<file path="src/include/e1_status_defines.vh">
`ifndef E1_STATUS_DEFINES_VH
`define E1_STATUS_DEFINES_VH

// ----------
// Register offsets on the host control port
// ----------
`define OFS_PIN_IO_CONFIGURATION          8'h01
`define OFS_DEVICE_IDENTIFICATION         8'h10
`define OFS_RESYNC_EVENT_INFO             8'h12
`define OFS_RECEIVE_ALARM_STATUS          8'h16
`define OFS_RECEIVE_ALARM_INTERRUPT_MASK  8'h17
`define OFS_SYNC_SEARCH_REALTIME_INFO     8'h1C

// ----------
// Reset values
// ----------
`define RST_PIN_IO_CONFIGURATION          8'h00
`define RST_RECEIVE_ALARM_INTERRUPT_MASK  8'h00

// ----------
// Field positions
// ----------
`define BIT_OUTPUT_FORMAT      0
`define BIT_TX_SYNC_DIR        1
`define BIT_TX_SYNC_MF         2
`define BIT_TX_SYNC_DW         3
`define BIT_LOF_PIN_FUNC       4
`define BIT_RX_SYNC_SEL1       5
`define BIT_RX_SYNC_SEL2       6
`define IOCR_WRITE_MASK        8'h7F

// ----------
// Alarm criteria counts
// ----------
`define LOS_ZEROS_E1_SHORT     12'd255
`define LOS_ZEROS_E1_LONG      12'd2048
`define LOS_ZEROS_T1           12'd192
`define LOS_CLEAR_WINDOW       8'd255
`define LOS_CLEAR_ONES         8'd32
`define AIS_WINDOW_BITS        10'd512
`define AIS_ZERO_LIMIT         10'd3
`define FAS_ERR_RESYNC         2'd3
`define CAS_ERR_RESYNC         2'd2
`define CRC_BLOCK_WORDS        10'd1000
`define CRC_ERR_RESYNC         10'd915

`endif

</file>
<file path="src/e1_status_regs.v">
// How it works
// - Two bad CAS alignment words flag event
// - Three bad frame alignment words flag event
// - 915 of 1000 bad CRC4 words flag event
// - Search-active flags follow live search level
// - Search counter counts timeouts, clears, wraps
// - Six-bit counter, bit one hidden on read
// - Frame loss from reset, resync, manual request
// - Signal loss on zeros, cleared by ones
// - Remote alarm on three equal bit-3 samples
// - All-ones alarm from zeros per 512 bits
// - Distant multiframe alarm, two consecutive bits
// - Link indication when two Sa7 zeros
// - Read-only identification code and revision
// - T1 192 zeros; 6312kHz range fault
// - Frame-loss clear latched until read
// - AIS on all-ones; yellow only in T1
// - Mask gates sources; conditions on rising edge
// - Bipolar or NRZ transmit line format
// - Transmit sync pin direction and mode
// - Double-wide T1 transmit sync in signalling frames
// - Frame-loss pin shows frame or clock loss
// - Receive sync pin pulse selection
`timescale 1ns/100ps
`default_nettype none
`include "e1_status_defines.vh"

module e1_status_regs #(
  parameter [3:0] DEVICE_CODE   = 4'h5, // Arbitrary value
  parameter [3:0] REVISION_CODE = 4'h0  // Arbitrary value
) (
  // Clock and reset
  input  wire       mclk,
  input  wire       reset,
  // Host control port
  input  wire [7:0] host_addr,
  input  wire [7:0] host_wdata,
  input  wire       host_wr,
  input  wire       host_rd,
  output reg  [7:0] host_rdata,
  output wire       alarm_irq,
  // Receive configuration
  input  wire       mode_t1,
  input  wire       mode_6312,
  input  wire       crc4_enable,
  input  wire       los_long_select,
  input  wire       auto_resync_disable,
  input  wire       manual_resync,
  // Receive framer events
  input  wire       fas_word_strobe,
  input  wire       fas_word_error,
  input  wire       fas_sync_found,
  input  wire       cas_word_strobe,
  input  wire       cas_word_error,
  input  wire       cas_sync_found,
  input  wire       crc_word_strobe,
  input  wire       crc_word_error,
  input  wire       crc_sync_found,
  input  wire       crc_search_timeout,
  input  wire       nfas_strobe,
  input  wire       nfas_bit3,
  input  wire       nfas_sa7,
  input  wire       mf_ts16_strobe,
  input  wire       mf_ts16_bit6,
  input  wire       rx_bit_strobe,
  input  wire       rx_bit,
  input  wire       range_fault_6312,
  input  wire       t1_yellow_detect,
  // Status outputs
  output reg        rx_remote_alarm,
  output reg        rx_unframed_ones,
  output reg        rx_distant_mf_alarm,
  output wire       access_link_indication,
  // Transmit line
  input  wire       tx_bipolar_pos,
  input  wire       tx_bipolar_neg,
  input  wire       tx_nrz_data,
  output reg        tx_line_positive,
  output reg        tx_line_negative,
  // Transmit sync pin
  input  wire       tx_frame_pulse,
  input  wire       tx_mf_pulse,
  input  wire       tx_sig_frame,
  input  wire       tx_sync_pin_in,
  output reg        tx_sync_pin_out,
  output wire       tx_sync_pin_oe,
  output wire       tx_sync_to_formatter,
  // Frame-loss pin
  input  wire       tx_clock_loss,
  output reg        rx_frame_loss_pin,
  // Receive sync pin
  input  wire       rx_frame_pulse,
  input  wire       rx_mf_pulse,
  input  wire       rx_cas_mf_pulse,
  input  wire       rx_crc_mf_pulse,
  input  wire       rx_sig_frame,
  output reg        rx_sync_pin
);

  // ----------
  // Register storage
  // ----------
  reg  [7:0]  pin_io_configuration;
  reg  [7:0]  receive_alarm_interrupt_mask;
  reg         cas_resync_event, frame_align_resync_event, crc_resync_event;
  reg         rx_frame_loss, rx_signal_loss;
  reg         rx_frame_loss_cleared, rx_signal_loss_cleared;
  reg         rx_alarm_indication_cleared, rx_yellow_alarm_cleared;
  reg  [3:0]  cond_pending;
  reg         cas_mf_search_active, crc_mf_search_active;
  reg  [5:0]  crc_search_count;
  wire wr_iocr = host_wr && (host_addr == `OFS_PIN_IO_CONFIGURATION);
  wire wr_imr  = host_wr && (host_addr == `OFS_RECEIVE_ALARM_INTERRUPT_MASK);
  wire rd_info = host_rd && (host_addr == `OFS_RESYNC_EVENT_INFO);
  wire rd_sr   = host_rd && (host_addr == `OFS_RECEIVE_ALARM_STATUS);

  wire frame_align_search_active = rx_frame_loss;
  wire rx_alarm_indication       = rx_unframed_ones;
  wire rx_yellow_alarm           = mode_t1 & t1_yellow_detect;

  // ----------
  // Resync criteria
  // ----------
  reg  [1:0]  fas_err_run, cas_err_run;
  reg  [9:0]  crc_word_cnt, crc_err_cnt;
  reg         manual_resync_d;
  wire fas_hit = fas_word_strobe && fas_word_error &&
                 (fas_err_run == `FAS_ERR_RESYNC - 2'd1);
  wire cas_hit = cas_word_strobe && cas_word_error &&
                 (cas_err_run == `CAS_ERR_RESYNC - 2'd1);
  wire [9:0] crc_err_next = crc_err_cnt + {9'd0, crc_word_error};
  wire crc_end = crc_word_strobe && (crc_word_cnt == `CRC_BLOCK_WORDS - 10'd1);
  wire crc_hit = crc_end && (crc_err_next >= `CRC_ERR_RESYNC);
  wire manual_rise = manual_resync & ~manual_resync_d;

  // Consecutive error runs and the 1000-word CRC block
  always @(posedge mclk or posedge reset) begin
    if (reset) begin
      fas_err_run     <= 2'd0;
      cas_err_run     <= 2'd0;
      crc_word_cnt    <= 10'd0;
      crc_err_cnt     <= 10'd0;
      manual_resync_d <= 1'b0;
    end else begin
      manual_resync_d <= manual_resync;
      if (fas_word_strobe) begin
        if (!fas_word_error || fas_hit)
          fas_err_run <= 2'd0;
        else
          fas_err_run <= fas_err_run + 2'd1;
      end
      if (cas_word_strobe) begin
        if (!cas_word_error || cas_hit)
          cas_err_run <= 2'd0;
        else
          cas_err_run <= cas_err_run + 2'd1;
      end
      if (crc_word_strobe) begin
        if (crc_end) begin
          crc_word_cnt <= 10'd0;
          crc_err_cnt  <= 10'd0;
        end else begin
          crc_word_cnt <= crc_word_cnt + 10'd1;
          crc_err_cnt  <= crc_err_next;
        end
      end
    end
  end

  // Event flags; a new event beats the read that clears it
  always @(posedge mclk or posedge reset) begin
    if (reset) begin
      cas_resync_event         <= 1'b0;
      frame_align_resync_event <= 1'b0;
      crc_resync_event         <= 1'b0;
    end else begin
      cas_resync_event         <= cas_hit | (cas_resync_event & ~rd_info);
      frame_align_resync_event <= fas_hit | (frame_align_resync_event & ~rd_info);
      crc_resync_event         <= crc_hit | (crc_resync_event & ~rd_info);
    end
  end

  // ----------
  // Synchronizer state and search counter
  // ----------
  // Auto resync only acts when not disabled; manual always acts
  wire resync_go = manual_rise |
                   (~auto_resync_disable & (fas_hit | cas_hit | crc_hit));

  always @(posedge mclk or posedge reset) begin
    if (reset) begin
      rx_frame_loss        <= 1'b1;
      cas_mf_search_active <= 1'b0;
      crc_mf_search_active <= 1'b0;
      crc_search_count     <= 6'd0;
    end else begin
      if (resync_go)
        rx_frame_loss <= 1'b1;
      else if (fas_sync_found)
        rx_frame_loss <= 1'b0;
      if (resync_go)
        cas_mf_search_active <= 1'b0;
      else if (fas_sync_found && rx_frame_loss)
        cas_mf_search_active <= 1'b1;
      else if (cas_sync_found)
        cas_mf_search_active <= 1'b0;
      if (resync_go || !crc4_enable)
        crc_mf_search_active <= 1'b0;
      else if (fas_sync_found && rx_frame_loss)
        crc_mf_search_active <= 1'b1;
      else if (crc_sync_found)
        crc_mf_search_active <= 1'b0;
      if (crc_sync_found || !crc4_enable)
        crc_search_count <= 6'd0;
      else if (crc_search_timeout)
        crc_search_count <= crc_search_count + 6'd1; // wraps
    end
  end

  // ----------
  // Loss of signal
  // ----------
  reg  [11:0] zero_run;
  reg  [7:0]  win_cnt, win_ones;
  wire [11:0] los_limit = mode_t1 ? `LOS_ZEROS_T1 :
                          (los_long_select ? `LOS_ZEROS_E1_LONG : `LOS_ZEROS_E1_SHORT);
  wire zero_hit = rx_bit_strobe && !rx_bit && (zero_run == los_limit - 12'd1);
  wire ones_hit = rx_bit_strobe && rx_bit && (win_ones == `LOS_CLEAR_ONES - 8'd1);
  // T1 clear rule is owned by the framer; here the same ones window is reused

  always @(posedge mclk or posedge reset) begin
    if (reset) begin
      zero_run       <= 12'd0;
      win_cnt        <= 8'd0;
      win_ones       <= 8'd0;
      rx_signal_loss <= 1'b0;
    end else begin
      if (rx_bit_strobe) begin
        if (rx_bit)
          zero_run <= 12'd0;
        else if (zero_run != los_limit)
          zero_run <= zero_run + 12'd1;
        // Window opens with the first one seen
        if (win_cnt == `LOS_CLEAR_WINDOW - 8'd1 || ones_hit) begin
          win_cnt  <= 8'd0;
          win_ones <= 8'd0;
        end else if (win_cnt != 8'd0 || rx_bit) begin
          win_cnt  <= win_cnt + 8'd1;
          win_ones <= win_ones + {7'd0, rx_bit};
        end
      end
      if (mode_6312)
        rx_signal_loss <= range_fault_6312;
      else if (zero_hit)
        rx_signal_loss <= 1'b1;
      else if (ones_hit)
        rx_signal_loss <= 1'b0;
    end
  end

  // ----------
  // All-ones, remote, distant MF, Sa7 alarms
  // ----------
  reg  [9:0] ais_bits, ais_zeros;
  reg  [2:0] bit3_hist, sa7_hist;
  reg        bit6_prev;
  wire [9:0] ais_zeros_next = ais_zeros + {9'd0, ~rx_bit};

  always @(posedge mclk or posedge reset) begin
    if (reset) begin
      ais_bits            <= 10'd0;
      ais_zeros           <= 10'd0;
      rx_unframed_ones    <= 1'b0;
      bit3_hist           <= 3'b000;
      rx_remote_alarm     <= 1'b0;
      sa7_hist            <= 3'b111;
      bit6_prev           <= 1'b0;
      rx_distant_mf_alarm <= 1'b0;
    end else begin
      if (rx_bit_strobe) begin
        if (ais_bits == `AIS_WINDOW_BITS - 10'd1) begin
          ais_bits         <= 10'd0;
          ais_zeros        <= 10'd0;
          rx_unframed_ones <= (ais_zeros_next < `AIS_ZERO_LIMIT);
        end else begin
          ais_bits  <= ais_bits + 10'd1;
          ais_zeros <= ais_zeros_next;
        end
      end
      if (nfas_strobe) begin
        bit3_hist <= {bit3_hist[1:0], nfas_bit3};
        sa7_hist  <= {sa7_hist[1:0], nfas_sa7};
        if (bit3_hist[1:0] == 2'b11 && nfas_bit3)
          rx_remote_alarm <= 1'b1;
        else if (bit3_hist[1:0] == 2'b00 && !nfas_bit3)
          rx_remote_alarm <= 1'b0;
      end
      if (mf_ts16_strobe) begin
        bit6_prev           <= mf_ts16_bit6;
        rx_distant_mf_alarm <= bit6_prev & mf_ts16_bit6;
      end
    end
  end

  // At least two of the last three Sa7 bits are zero
  assign access_link_indication = (~sa7_hist[0] & ~sa7_hist[1]) |
                                  (~sa7_hist[0] & ~sa7_hist[2]) |
                                  (~sa7_hist[1] & ~sa7_hist[2]);

  // ----------
  // Status clear events and interrupt
  // ----------
  reg  [3:0] cond_d;
  wire [3:0] cond_now = {rx_yellow_alarm, rx_alarm_indication,
                         rx_signal_loss, rx_frame_loss};
  wire [3:0] cond_rise = cond_now & ~cond_d;
  wire [3:0] cond_fall = ~cond_now & cond_d;

  always @(posedge mclk or posedge reset) begin
    if (reset) begin
      cond_d                      <= 4'b0001;
      cond_pending                <= 4'b0000;
      rx_frame_loss_cleared       <= 1'b0;
      rx_signal_loss_cleared      <= 1'b0;
      rx_alarm_indication_cleared <= 1'b0;
      rx_yellow_alarm_cleared     <= 1'b0;
    end else begin
      cond_d       <= cond_now;
      cond_pending <= cond_rise | (cond_pending & {4{~rd_sr}});
      rx_frame_loss_cleared <= cond_fall[0] |
                               (rx_frame_loss_cleared & ~rd_sr);
      rx_signal_loss_cleared <= cond_fall[1] |
                                (rx_signal_loss_cleared & ~rd_sr);
      rx_alarm_indication_cleared <= cond_fall[2] |
                                     (rx_alarm_indication_cleared & ~rd_sr);
      rx_yellow_alarm_cleared <= cond_fall[3] |
                                 (rx_yellow_alarm_cleared & ~rd_sr);
    end
  end

  wire [7:0] irq_src = {rx_yellow_alarm_cleared, rx_alarm_indication_cleared,
                        rx_signal_loss_cleared, rx_frame_loss_cleared, cond_pending};
  assign alarm_irq = |(irq_src & receive_alarm_interrupt_mask);

  // ----------
  // Register writes and reads
  // ----------
  always @(posedge mclk or posedge reset) begin
    if (reset) begin
      pin_io_configuration         <= `RST_PIN_IO_CONFIGURATION;
      receive_alarm_interrupt_mask <= `RST_RECEIVE_ALARM_INTERRUPT_MASK;
      host_rdata                   <= 8'h00;
    end else begin
      if (wr_iocr)
        pin_io_configuration <= host_wdata & `IOCR_WRITE_MASK;
      if (wr_imr)
        receive_alarm_interrupt_mask <= host_wdata;
      if (host_rd) begin
        if (host_addr == `OFS_PIN_IO_CONFIGURATION)
          host_rdata <= pin_io_configuration;
        else if (host_addr == `OFS_DEVICE_IDENTIFICATION)
          host_rdata <= {DEVICE_CODE, REVISION_CODE};
        else if (host_addr == `OFS_RESYNC_EVENT_INFO)
          host_rdata <= {5'd0, crc_resync_event, frame_align_resync_event,
                         cas_resync_event};
        else if (host_addr == `OFS_RECEIVE_ALARM_STATUS)
          host_rdata <= {rx_yellow_alarm_cleared, rx_alarm_indication_cleared,
                         rx_signal_loss_cleared, rx_frame_loss_cleared, cond_now};
        else if (host_addr == `OFS_RECEIVE_ALARM_INTERRUPT_MASK)
          host_rdata <= receive_alarm_interrupt_mask;
        else if (host_addr == `OFS_SYNC_SEARCH_REALTIME_INFO)
          host_rdata <= {crc_search_count[5:2], crc_search_count[0],
                         frame_align_search_active, cas_mf_search_active,
                         crc_mf_search_active};
        else
          host_rdata <= 8'h00;
      end
    end
  end

  // ----------
  // Pin configuration
  // ----------
  wire cfg_nrz  = pin_io_configuration[`BIT_OUTPUT_FORMAT];
  wire cfg_tdir = pin_io_configuration[`BIT_TX_SYNC_DIR];
  wire cfg_tmf  = pin_io_configuration[`BIT_TX_SYNC_MF];
  wire cfg_tdw  = pin_io_configuration[`BIT_TX_SYNC_DW];
  wire cfg_lofp = pin_io_configuration[`BIT_LOF_PIN_FUNC];
  wire cfg_rs1  = pin_io_configuration[`BIT_RX_SYNC_SEL1];
  wire cfg_rs2  = pin_io_configuration[`BIT_RX_SYNC_SEL2];

  // Sync pin input is asynchronous to mclk
  reg ts_meta, ts_sync, tx_stretch;

  wire tx_pulse    = cfg_tmf ? tx_mf_pulse : tx_frame_pulse;
  wire rx_base     = cfg_rs1 ? (mode_t1 ? rx_mf_pulse :
                                (cfg_rs2 ? rx_crc_mf_pulse : rx_cas_mf_pulse))
                             : rx_frame_pulse;
  wire rx_dw_on    = mode_t1 & ~cfg_rs1 & cfg_rs2 & rx_sig_frame;
  reg  rx_stretch;

  assign tx_sync_pin_oe       = cfg_tdir;
  assign tx_sync_to_formatter = ts_sync & ~cfg_tdir;

  always @(posedge mclk or posedge reset) begin
    if (reset) begin
      ts_meta           <= 1'b0;
      ts_sync           <= 1'b0;
      tx_stretch        <= 1'b0;
      rx_stretch        <= 1'b0;
      tx_sync_pin_out   <= 1'b0;
      rx_sync_pin       <= 1'b0;
      tx_line_positive  <= 1'b0;
      tx_line_negative  <= 1'b0;
      rx_frame_loss_pin <= 1'b1;
    end else begin
      ts_meta    <= tx_sync_pin_in;
      ts_sync    <= ts_meta;
      // Second clock of a double-wide pulse
      tx_stretch <= tx_pulse & mode_t1 & cfg_tdir & cfg_tdw & tx_sig_frame;
      tx_sync_pin_out <= cfg_tdir & (tx_pulse | tx_stretch);
      rx_stretch  <= rx_base & rx_dw_on;
      rx_sync_pin <= rx_base | rx_stretch;
      tx_line_positive <= cfg_nrz ? tx_nrz_data : tx_bipolar_pos;
      tx_line_negative <= cfg_nrz ? 1'b0 : tx_bipolar_neg;
      rx_frame_loss_pin <= cfg_lofp ? tx_clock_loss : rx_frame_loss;
    end
  end

endmodule
`default_nettype wire

</file>
<file path="config.mk">
export PLATFORM = sky130hd
export DESIGN_NAME = e1_status_regs
export DESIGN_NICKNAME = d
export VERILOG_FILES = /design/src/e1_status_regs.v
export VERILOG_INCLUDE_DIRS = /design/src /design/src/include
export SDC_FILE = /design/constraint.sdc
export NUM_CORES = 1
export LEC_CHECK = 0
export ABC_AREA = 1
export CAP_MARGIN = 20
export CORE_UTILIZATION = 30
export CTS_BUF_LIST = sky130_fd_sc_hd__clkbuf_8
export DETAILED_ROUTE_END_ITERATION = 16
export DONT_BUFFER_PORTS = 1
export GPL_ROUTABILITY_DRIVEN = 0
export HOLD_SLACK_MARGIN = 0.03
export PLACE_DENSITY = 0.47
export SETUP_SLACK_MARGIN = 0.05
export SLEW_MARGIN = 5
export SYNTH_ARGS = -nofsm -noshare
export SYNTH_HDL_FRONTEND = slang
export SYNTH_SLANG_ARGS = --single-unit
</file>
<file path="constraint.sdc">
create_clock -name mclk -period 6 [get_ports mclk]
set_clock_uncertainty 0.05 [all_clocks]
set_input_delay 1.2 -clock mclk [delete_from_list [all_inputs] [get_ports mclk]]
set_output_delay 1.2 -clock mclk [all_outputs]
set_load 0.02 [all_outputs]
</file>
# --- After elaboration in Yosys (flattened, before gate mapping) ---
# Cells that the tools add are included.
word_totals:
  ff_bits: 139
  word_cells: 210
classes:
  mux: 42
  n_bitwise: 55
  n_eq_ne: 15
  n_reduce_logical: 43
  n_lt_le_gt_ge: 2
  n_addsub: 11
ops:
  columns: ["operator", "n"]
  rows:
  - ["$mux 8", 10]
  - ["$eq 8x5->1 const B", 6]
  - ["$mux 12", 4]
  - ["$mux 10", 4]
  - ["$and 1x1->1", 24]
  - ["$add 10x1->10", 2]
  - ["$add 10x1->10 const B", 2]
  - ["$mux 1", 20]
  - ["$logic_and 1x1->1", 17]
  - ["$or 1x1->1", 14]
  - ["$add 12x1->12 const B", 1]
  - ["$and 4x4->4", 3]
  - ["$eq 12x12->1", 1]
  - ["$mux 6", 2]
  - ["$ne 12x12->1", 1]
  - ["$sub 12x1->12 const B", 1]
  - ["$eq 10x10->1 const B", 1]
  - ["$eq 10x9->1 const B", 1]
  - ["$ge 10x10->1 const B", 1]
  - ["$lt 10x2->1 const B", 1]
  - ["$not 1->1", 10]
  - ["$reduce_bool 2->1", 5]
  - ["$reduce_bool 3->1", 3]
  - ["$add 8x1->8", 1]
  - ["other kinds (17)", 33]

# --- Depth between registers and ports, before layout ---
# Gate-level depths: netlist of run 1.
logic_depth:
  ltp_word: 8
  ltp_mapped: 14

# --- Worst setup path before layout of run 1 ---
# OpenSTA, ideal clock, no wires.
synth_timing:
  path_kind: "input-to-reg"
  startpoint: "input rx_bit"
  endpoint: "register rx_unframed_ones"
  slack_ns: 3.207
  required_ns: 5.885
  arrival_ns: 2.678
  stages: 12
  path_cell_list: "inv_1 -> clkbuf_1 -> ha_1 -> ha_1 -> nand3_1 -> nor3_1 -> nor2_1 -> nor2_1 -> nand2_1 -> nor2_1 -> nand3_1 -> nand2_1"
synth_between:
  elab_chain_len: 3
synth_lines:
  columns: ["item", "line_no", "rtl"]
  rows:
  - ["from (decl)", "e1_status_regs.v:66", "input wire rx_bit,"]
  - ["$not 1->1", "e1_status_regs.v:267", "wire [9:0] ais_zeros_next = ais_zeros + {9'd0, ~rx_bit};"]
  - ["$add 10x1->10", "e1_status_regs.v:267", null]
  - ["$lt 10x2->1 (no source line)", null, null]
  - ["to (signal assigned)", "e1_status_regs.v:284", "rx_unframed_ones <= (ais_zeros_next < `AIS_ZERO_LIMIT);"]
  - ["to (decl)", "e1_status_regs.v:71", "output reg rx_unframed_ones,"]
# Every way passes these cells.
# A chain may end at the register's enable or synchronous reset.

# --- Worst setup path after layout of run 1 ---
layout_timing:
  startpoint: "register receive_alarm_interrupt_mask[0]"
  endpoint: "output alarm_irq"
layout_between:
  elab_chain_len: 2
layout_lines:
  columns: ["item", "line_no", "rtl"]
  rows:
  - ["from (decl)", "e1_status_regs.v:104", "reg [7:0] receive_alarm_interrupt_mask;"]
  - ["from (signal assigned)", "e1_status_regs.v:351", "receive_alarm_interrupt_mask <= `RST_RECEIVE_ALARM_INTERRUPT_MASK;"]
  - ["from (signal assigned)", "e1_status_regs.v:357", "receive_alarm_interrupt_mask <= host_wdata;"]
  - ["$and 8x8->8", "e1_status_regs.v:343", "assign alarm_irq = |(irq_src & receive_alarm_interrupt_mask);"]
  - ["$reduce_or 8->1", "e1_status_regs.v:343", null]
  - ["to (decl)", "e1_status_regs.v:41", "output wire alarm_irq,"]
# Every way passes these cells.

==> results.md, run 1 <==
- Status: completed
- Max-Cap Viols: 0
- CTS Hold Buffers Added: 0
- Share of cells above drive strength 1: 8.981%
- Chip Height: 157.7 microns
- Syn_nets: 971
- Fin crit period: 2729 ps
- Number of synthesized flops with an enable pin: 0
- Core footprint: 23610 sq um
- Combinational power share: 17.5%
- Mapped cell area: 7269 sq um
- Max-slew violations: 0
- Unrepaired setup endpoints after global routing: no
- Port Buffers: 0
- Reg area: 3486 sq um
- GRT overflow: 0
- Worst Min Path Start: ts_meta
- R2r startpoint: win_cnt[0]
- Gate Count Post-Synth: 897
- Yosys cell types: 54
- Finished Cell Area: 8019 sq um
- Initial antenna violation count: 1
- Ys Warns: 0
- Initial Util: 30.79%
- Rel. slew slack: 45.67%
- Drt first-iter violations: 273
- Sequential share of the synthesized area: 47.95%
- Worst VDD drop: 0.0001691 V
- Crit-path max FO: 3
- Post-CTS setup buffers: 0
- Pin count of the biggest net entering global routing: 88
- Root Driver: clkbuf_8
- Placed Area: 7569 sq um
- Commonest non-fill, non-tap cells in the layout: 236 x nand2_1, 133 x dfrtp_1, 117 x inv_1
- Commonest non-fill, non-tap cell in the layout: nand2_1
- First-pass GRT wire length: 27660 microns
- Switching Fraction: 32.74%
- Area taken by multi-input logic gates: 3209 sq um
- Clk pin slew, worst setup/hold paths: 100 ps
- FMAX: 366.5 MHz
- Final setup viols: 0
- CTS resizes: 0
- DRC viols: 0
- Hold endpoint: ts_sync
- Startpoint type of the worst setup path: flip-flop
- Sequential share of power: 48.8%
- Worst endpoint required time: 4750 ps
- #FFs+latches synth: 139
- Clk_lat worst skew: 440 ps
- Vias in the first global route: 5445
- Clock power share: 33.7%
- Lkg Pwr: 0.003788 uW
- Worst setup EP type: primary output
- Hold Fails Final Rpt: 0
- DR pass1 iterations: 4
- Area delta synth->final: 10.31%
- HP Class: flip-flop to flip-flop
- Tcrit/Tclk final: 45.48%
- Io pins: 78
- R2R Setup Slk: 3960 ps
- Nets: 974
- Post-route ant nets: 0
- Post-DR wirelength/cell: 13.74 microns
- Post-Syn Area per Cell: 8.104 sq um
- Vias/cell: 4.621
- Internal power: 1738 uW
- Fin Setup TNS: 0 ps
- Die area: 24860 sq um
- Die width: 157.7 microns
- P per Cell Area: 322.2 nW/um^2
- Asr flop ratio synth: 100.0%
- Fill count: 2514
- CTS tree: yes
- Worst Hold Depth: 0
- Vias: 5698
- Max Buffers Root-to-Sink: 2
- Final wirelength: 16940 microns
- Worst path arrival time: 1480 ps
- Reg2reg end: win_cnt[2]
- Cts bufs inserted: 17
- Synth Flop Type: dfrtp_1
- Worst slew pin tran: 814.9 ps
- Worst R2R Path Depth: 11
- Gr usage total: 14.34%
- Sw power: 845.8 uW
- DP HPWL: 12150 microns
- Maximum level of the CTS H-tree: 4
- # rows: 56
- Clock sink count: 139
- WS Path Type: flip-flop to primary output
==> worst max-delay path, cell delays in order, from the launching register on <==
cell,delay [ps]
dfrtp_1,430
nand2_1,80
nand2_1,50
a221oi_1,220
nand2_1,250
==> how the worst max path moves through the flow <==
stage	startpoint	end	cells after the start
6_report	receive_alarm_interrupt_mask[0]	alarm_irq	4
5_1_grt	receive_alarm_interrupt_mask[0]	alarm_irq	4
4_1_cts	receive_alarm_interrupt_mask[0]	alarm_irq	4
3_5_place_dp	rx_bit	rx_unframed_ones	11
3_3_place_gp	rx_bit	rx_unframed_ones	11
2_1_floorplan	reset	ais_bits[0]	1
==> cell usage after synthesis, types with 6 or more instances <==
| cell type | number | area [sq um] |
|---|---|---|
| a21oi_1 | 34 | 170.2 |
| o22ai_1 | 8 | 50.05 |
| o21ai_2 | 11 | 96.34 |
| inv_1 | 117 | 439.2 |
| nand4_1 | 19 | 118.9 |
| dfstp_2 | 6 | 157.7 |
| inv_2 | 6 | 22.52 |
| clkbuf_1 | 6 | 22.52 |
| nand2_1 | 236 | 885.9 |
| nor2_1 | 60 | 225.2 |
| nor3_1 | 26 | 130.1 |
| nand3_1 | 57 | 285.3 |
| o21ai_0 | 64 | 320.3 |
| o21ai_1 | 7 | 35.03 |
| xor2_1 | 17 | 148.9 |
| ha_1 | 16 | 200.2 |
| dfrtp_1 | 133 | 3328 |
==> cells by family after synthesis <==
group	share of synthesized area, %
buffers and inverters	7.900
XOR/XNOR	2.289
adder cells (fa/ha/maj)	2.754
multiplexers	0.3614
flip-flops	47.95
AO/OA/AOI/OAI	11.91
AND/OR/NAND/NOR	26.83
==> power groups by stage <==
stage | Clock (uW) | Combinational, uW | Sequential [uW]
2_1_floorplan | 0 | 387 | 1240
4_1_cts | 900 | 461 | 1260
3_3_place_gp | 0 | 456 | 1280
3_5_place_dp | 0 | 461 | 1280
6_report | 870 | 453 | 1260
5_1_grt | 939 | 535 | 1280
==> final cells by class <==
class	instances	share of cell area, %
Antenna cell	1	0.03121
Clock buffer	17	2.918
Clock inverter	15	2.668
Inverter	123	5.820
Multi-Input combinational cell	618	40.02
Sequential cell	139	43.47
Tap cell	319	4.977
Timing Repair Buffer	1	0.09362
==> state kept, by name, indices dropped and copies added, names as in the netlist, 3 cells and up <==
register and cells:
win_ones 8, ais_zeros 10, host_rdata 8, crc_search_count 6
win_cnt 8, pin_io_configuration 7, sa7_hist 3, cond_d 4
zero_run 12, receive_alarm_interrupt_mask 8, crc_err_cnt 10, ais_bits 10
cond_pending 4, crc_word_cnt 10
==> per-stage QoR <==
stage | hold WS [ps] | utilization (%) | setup slack [ps] | total power (uW) | cells
floorplan | 281.2 | - | 1035 | 1624 | 897
global placement | 282.2 | 32.05 | 3105 | 1736 | 1200
detailed placement | 301.6 | 32.05 | 3083 | 1737 | 1200
CTS | 317.6 | 33.95 | 3219 | 2621 | 1232
global route | 316.2 | 33.95 | 3146 | 2759 | 1232
finish | 306.2 | 33.96 | 3271 | 2583 | 1233
==> layer usage <==
metal	global-route usage, %	wire (microns)
met2	22.97	7838
met4	3.375	127
met1	19.07	8336
met3	3.942	642
met5	0	0
Note: power is estimated with default switching activity, not from simulation.
==> run 2: changes to the inputs <==
--- a/config.mk
+++ b/config.mk
@@ -14,7 +14,7 @@
 export DONT_BUFFER_PORTS = 1
 export GPL_ROUTABILITY_DRIVEN = 0
 export HOLD_SLACK_MARGIN = 0.03
-export PLACE_DENSITY = 0.47
+export PLACE_DENSITY = 0.48
 export SETUP_SLACK_MARGIN = 0.05
 export SLEW_MARGIN = 5
 export SYNTH_ARGS = -nofsm -noshare
==> constraint.sdc (replaced) <==
create_clock -name mclk -period 2.5 [get_ports mclk]
set_clock_uncertainty 0.05 [all_clocks]
set_input_delay 0.5 -clock mclk [delete_from_list [all_inputs] [get_ports mclk]]
set_output_delay 0.5 -clock mclk [all_outputs]
set_load 0.02 [all_outputs]
==> results.md, run 2 (synthesis gave the netlist of run 1 again) <==
- Io pins: 78 (unchanged)
- Maximum level of the CTS H-tree: 4 (unchanged)
- Top Metal Used: met4 (unchanged)
- Post-DR wirelength/cell: 13.24 microns (was 13.74 microns)
- Critical path depth in cells: 4 (unchanged)
- Die area: 24860 sq um (unchanged)
- Max-slew violations: 0 (unchanged)
- Worst VDD drop: 0.0003451 V (was 0.0001691 V)
- Vias in the first global route: 5400 (was 5445)
- Post-route ant nets: 0 (unchanged)
- Commonest non-fill, non-tap cells in the layout: 236 x nand2_1, 133 x dfrtp_1, 118 x inv_1 (was 236 x nand2_1, 133 x dfrtp_1, 117 x inv_1)
- Fin Setup TNS: 0 ps (unchanged)
- Combinational power share: 18.6% (was 17.5%)
- DP HPWL: 12070 microns (was 12150 microns)
- Max Buffers Root-to-Sink: 2 (unchanged)
- Core footprint: 23610 sq um (unchanged)
- Drt first-iter violations: 272 (was 273)
- CP bufs+invs: 0 (unchanged)
- Clock sink count: 139 (unchanged)
- CTS tree: yes (unchanged)
- Internal power: 3922 uW (was 1738 uW)
- Commonest non-fill, non-tap cell in the layout: nand2_1 (unchanged)
- Worst path arrival time: 1500 ps (was 1480 ps)
- DRT met1 WL: 8024 microns (was 8336 microns)
- Crit-path max FO: 3 (unchanged)
- Final wirelength: 16440 microns (was 16940 microns)
- Chip Height: 157.7 microns (unchanged)
- Initial antenna violation count: 0 (was 1)
- Sw power: 1980 uW (was 845.8 uW)
- Clk_lat worst skew: 430 ps (was 440 ps)
- Die width: 157.7 microns (unchanged)
- DR WL met3: 561 microns (was 642 microns)
- Vias/cell: 4.595 (was 4.621)
- Lkg Pwr: 0.003806 uW (was 0.003788 uW)
- Gr usage total: 14.21% (was 14.34%)
- Initial Util: 30.79% (unchanged)
- CP max stage delay: 430 ps (about the same)
- DRC viols: 0 (unchanged)
- CP Cell Sequence: nand2_1 > nand2_1 > a221oi_1 > nand2_1 (unchanged)
- Fill count: 2536 (was 2514)
- Final setup viols: 0 (unchanged)
- # rows: 56 (unchanged)
- DR pass1 iterations: 4 (unchanged)
- Worst R2R Path Depth: 13 (was 11)
- Post-CTS setup buffers: 0 (unchanged)
- Tcrit/Tclk final: 82.07%
- P per Cell Area: 732.5 nW/um^2 (was 322.2 nW/um^2)
- Largest delay share family, worst path: flip-flops (unchanged)
- CP max stage cell: dfrtp_1 (unchanged)
- Startpoint type of the worst setup path: flip-flop (unchanged)
- Worst slew pin tran: 717.4 ps (was 814.9 ps)
- Worst endpoint required time: 1950 ps (was 4750 ps)
- Sequential share of power: 51.3% (was 48.8%)
- Rel. slew slack: 51.73% (was 45.67%)
- ANT cells: 0 (was 1)
- Share of cells above drive strength 1: 9.426% (was 8.981%)
- Max-Cap Viols: 0 (unchanged)
- Met2 wire len: 7774 microns (was 7838 microns)
- Hold Fails Final Rpt: 0 (unchanged)
- Clk pin slew, worst setup/hold paths: 90 ps (was 100 ps)
- Largest Register: zero_run (unchanged)
- Worst Hold Depth: 1 (was 0)
- Unrepaired setup endpoints after global routing: no (unchanged)
- Reg area: 3486 sq um (unchanged)
- Clock power share: 30.2% (was 33.7%)
- Crit path top cell by count: nand2_1 (unchanged)
- Max reg flops: 12 (unchanged)
- Worst setup EP type: primary output (unchanged)
- Switching Fraction: 33.55% (was 32.74%)
- Port Buffers: 0 (unchanged)
- CTS resizes: 0 (unchanged)
- Status: completed (unchanged)
- GRT overflow: 0 (unchanged)
- Root Driver: clkbuf_8 (unchanged)
- Tot Pwr: 5902 uW (was 2583 uW)
- Pin count of the biggest net entering global routing: 69 (was 88)
- Area delta synth->final: 10.84% (was 10.31%)
- Fin crit period: 2052 ps
- Cts bufs inserted: 17 (unchanged)
- FMAX: 487.4 MHz
- Area taken by multi-input logic gates: 3209 sq um (unchanged)
- CTS Hold Buffers Added: 3 (was 0)
- Vias: 5707 (was 5698)
- HP Class: primary input to flip-flop (was flip-flop to flip-flop)
- First-pass GRT wire length: 27680 microns (was 27660 microns)
- WS Path Type: flip-flop to primary output (unchanged)
- Nets: 984 (was 974)
run 2: changes by cell type in the layout (fill, tap and decap cells not counted), sizes merged:
cell | previous run | this run
dlygate4sd3 | 0 | 4
buf | 1 | 7
clkinvlp | 0 | 3
diode | 1 | 0
clkinv | 6 | 4
clkbuf | 17 | 19
bufinv | 4 | 1
run 2: power by group through the flow:
stage	clock network [uW]	logic [uW]	registers [uW]
5_1_grt	1980	1310	3090
3_5_place_dp	0	1110	3070
2_1_floorplan	0	930	2970
4_1_cts	1880	1120	3030
6_report	1780	1100	3030
3_3_place_gp	0	1100	3070
run 2: final timing paths:
path	start	to	slack, ps
hold reg to reg	ts_meta	ts_sync	310
setup / recovery	receive_alarm_interrupt_mask[6]	alarm_irq	450
min in group asynchronous	reset	manual_resync_d	530
setup reg to reg	crc_err_cnt[0]	cas_mf_search_active	640
max in group asynchronous	reset	rx_frame_loss_pin	1120
hold / removal	nfas_strobe	sa7_hist[0]	90
run 2: cell type report:
cell class | instances | area share [%]
multi-input combinational | 618 | 39.83
timing repair buffer | 11 | 1.460
clock inverter | 13 | 1.475
tap | 319 | 4.953
clock buffer | 19 | 3.245
sequential | 139 | 43.26
inverter | 123 | 5.776
run 2: stage by stage:
| step | std cells | setup WS (ps) | utilization (%) | hold WS, ps | instance area [sq um] |
|---|---|---|---|---|---|
| after floorplan | 897 | 219.8 | - | 281.2 | 7273 |
| after global placement | 1206 | 547.7 | 32.34 | 283.2 | 7637 |
| after detailed placement | 1206 | 517.1 | 32.34 | 286.3 | 7637 |
| after CTS | 1241 | 397.7 | 34.08 | 44.46 | 8048 |
| after global routing | 1242 | 308.6 | 34.12 | 34.70 | 8058 |
| final | 1242 | 448.3 | 34.12 | 87.19 | 8058 |
run 2: per-layer routing:
layer  track usage (%)  vias up
li1                  -     2964
met3             3.750        5
met5                 0        -
met1             19.07     2663
met2             22.80       75
met4             3.051        0
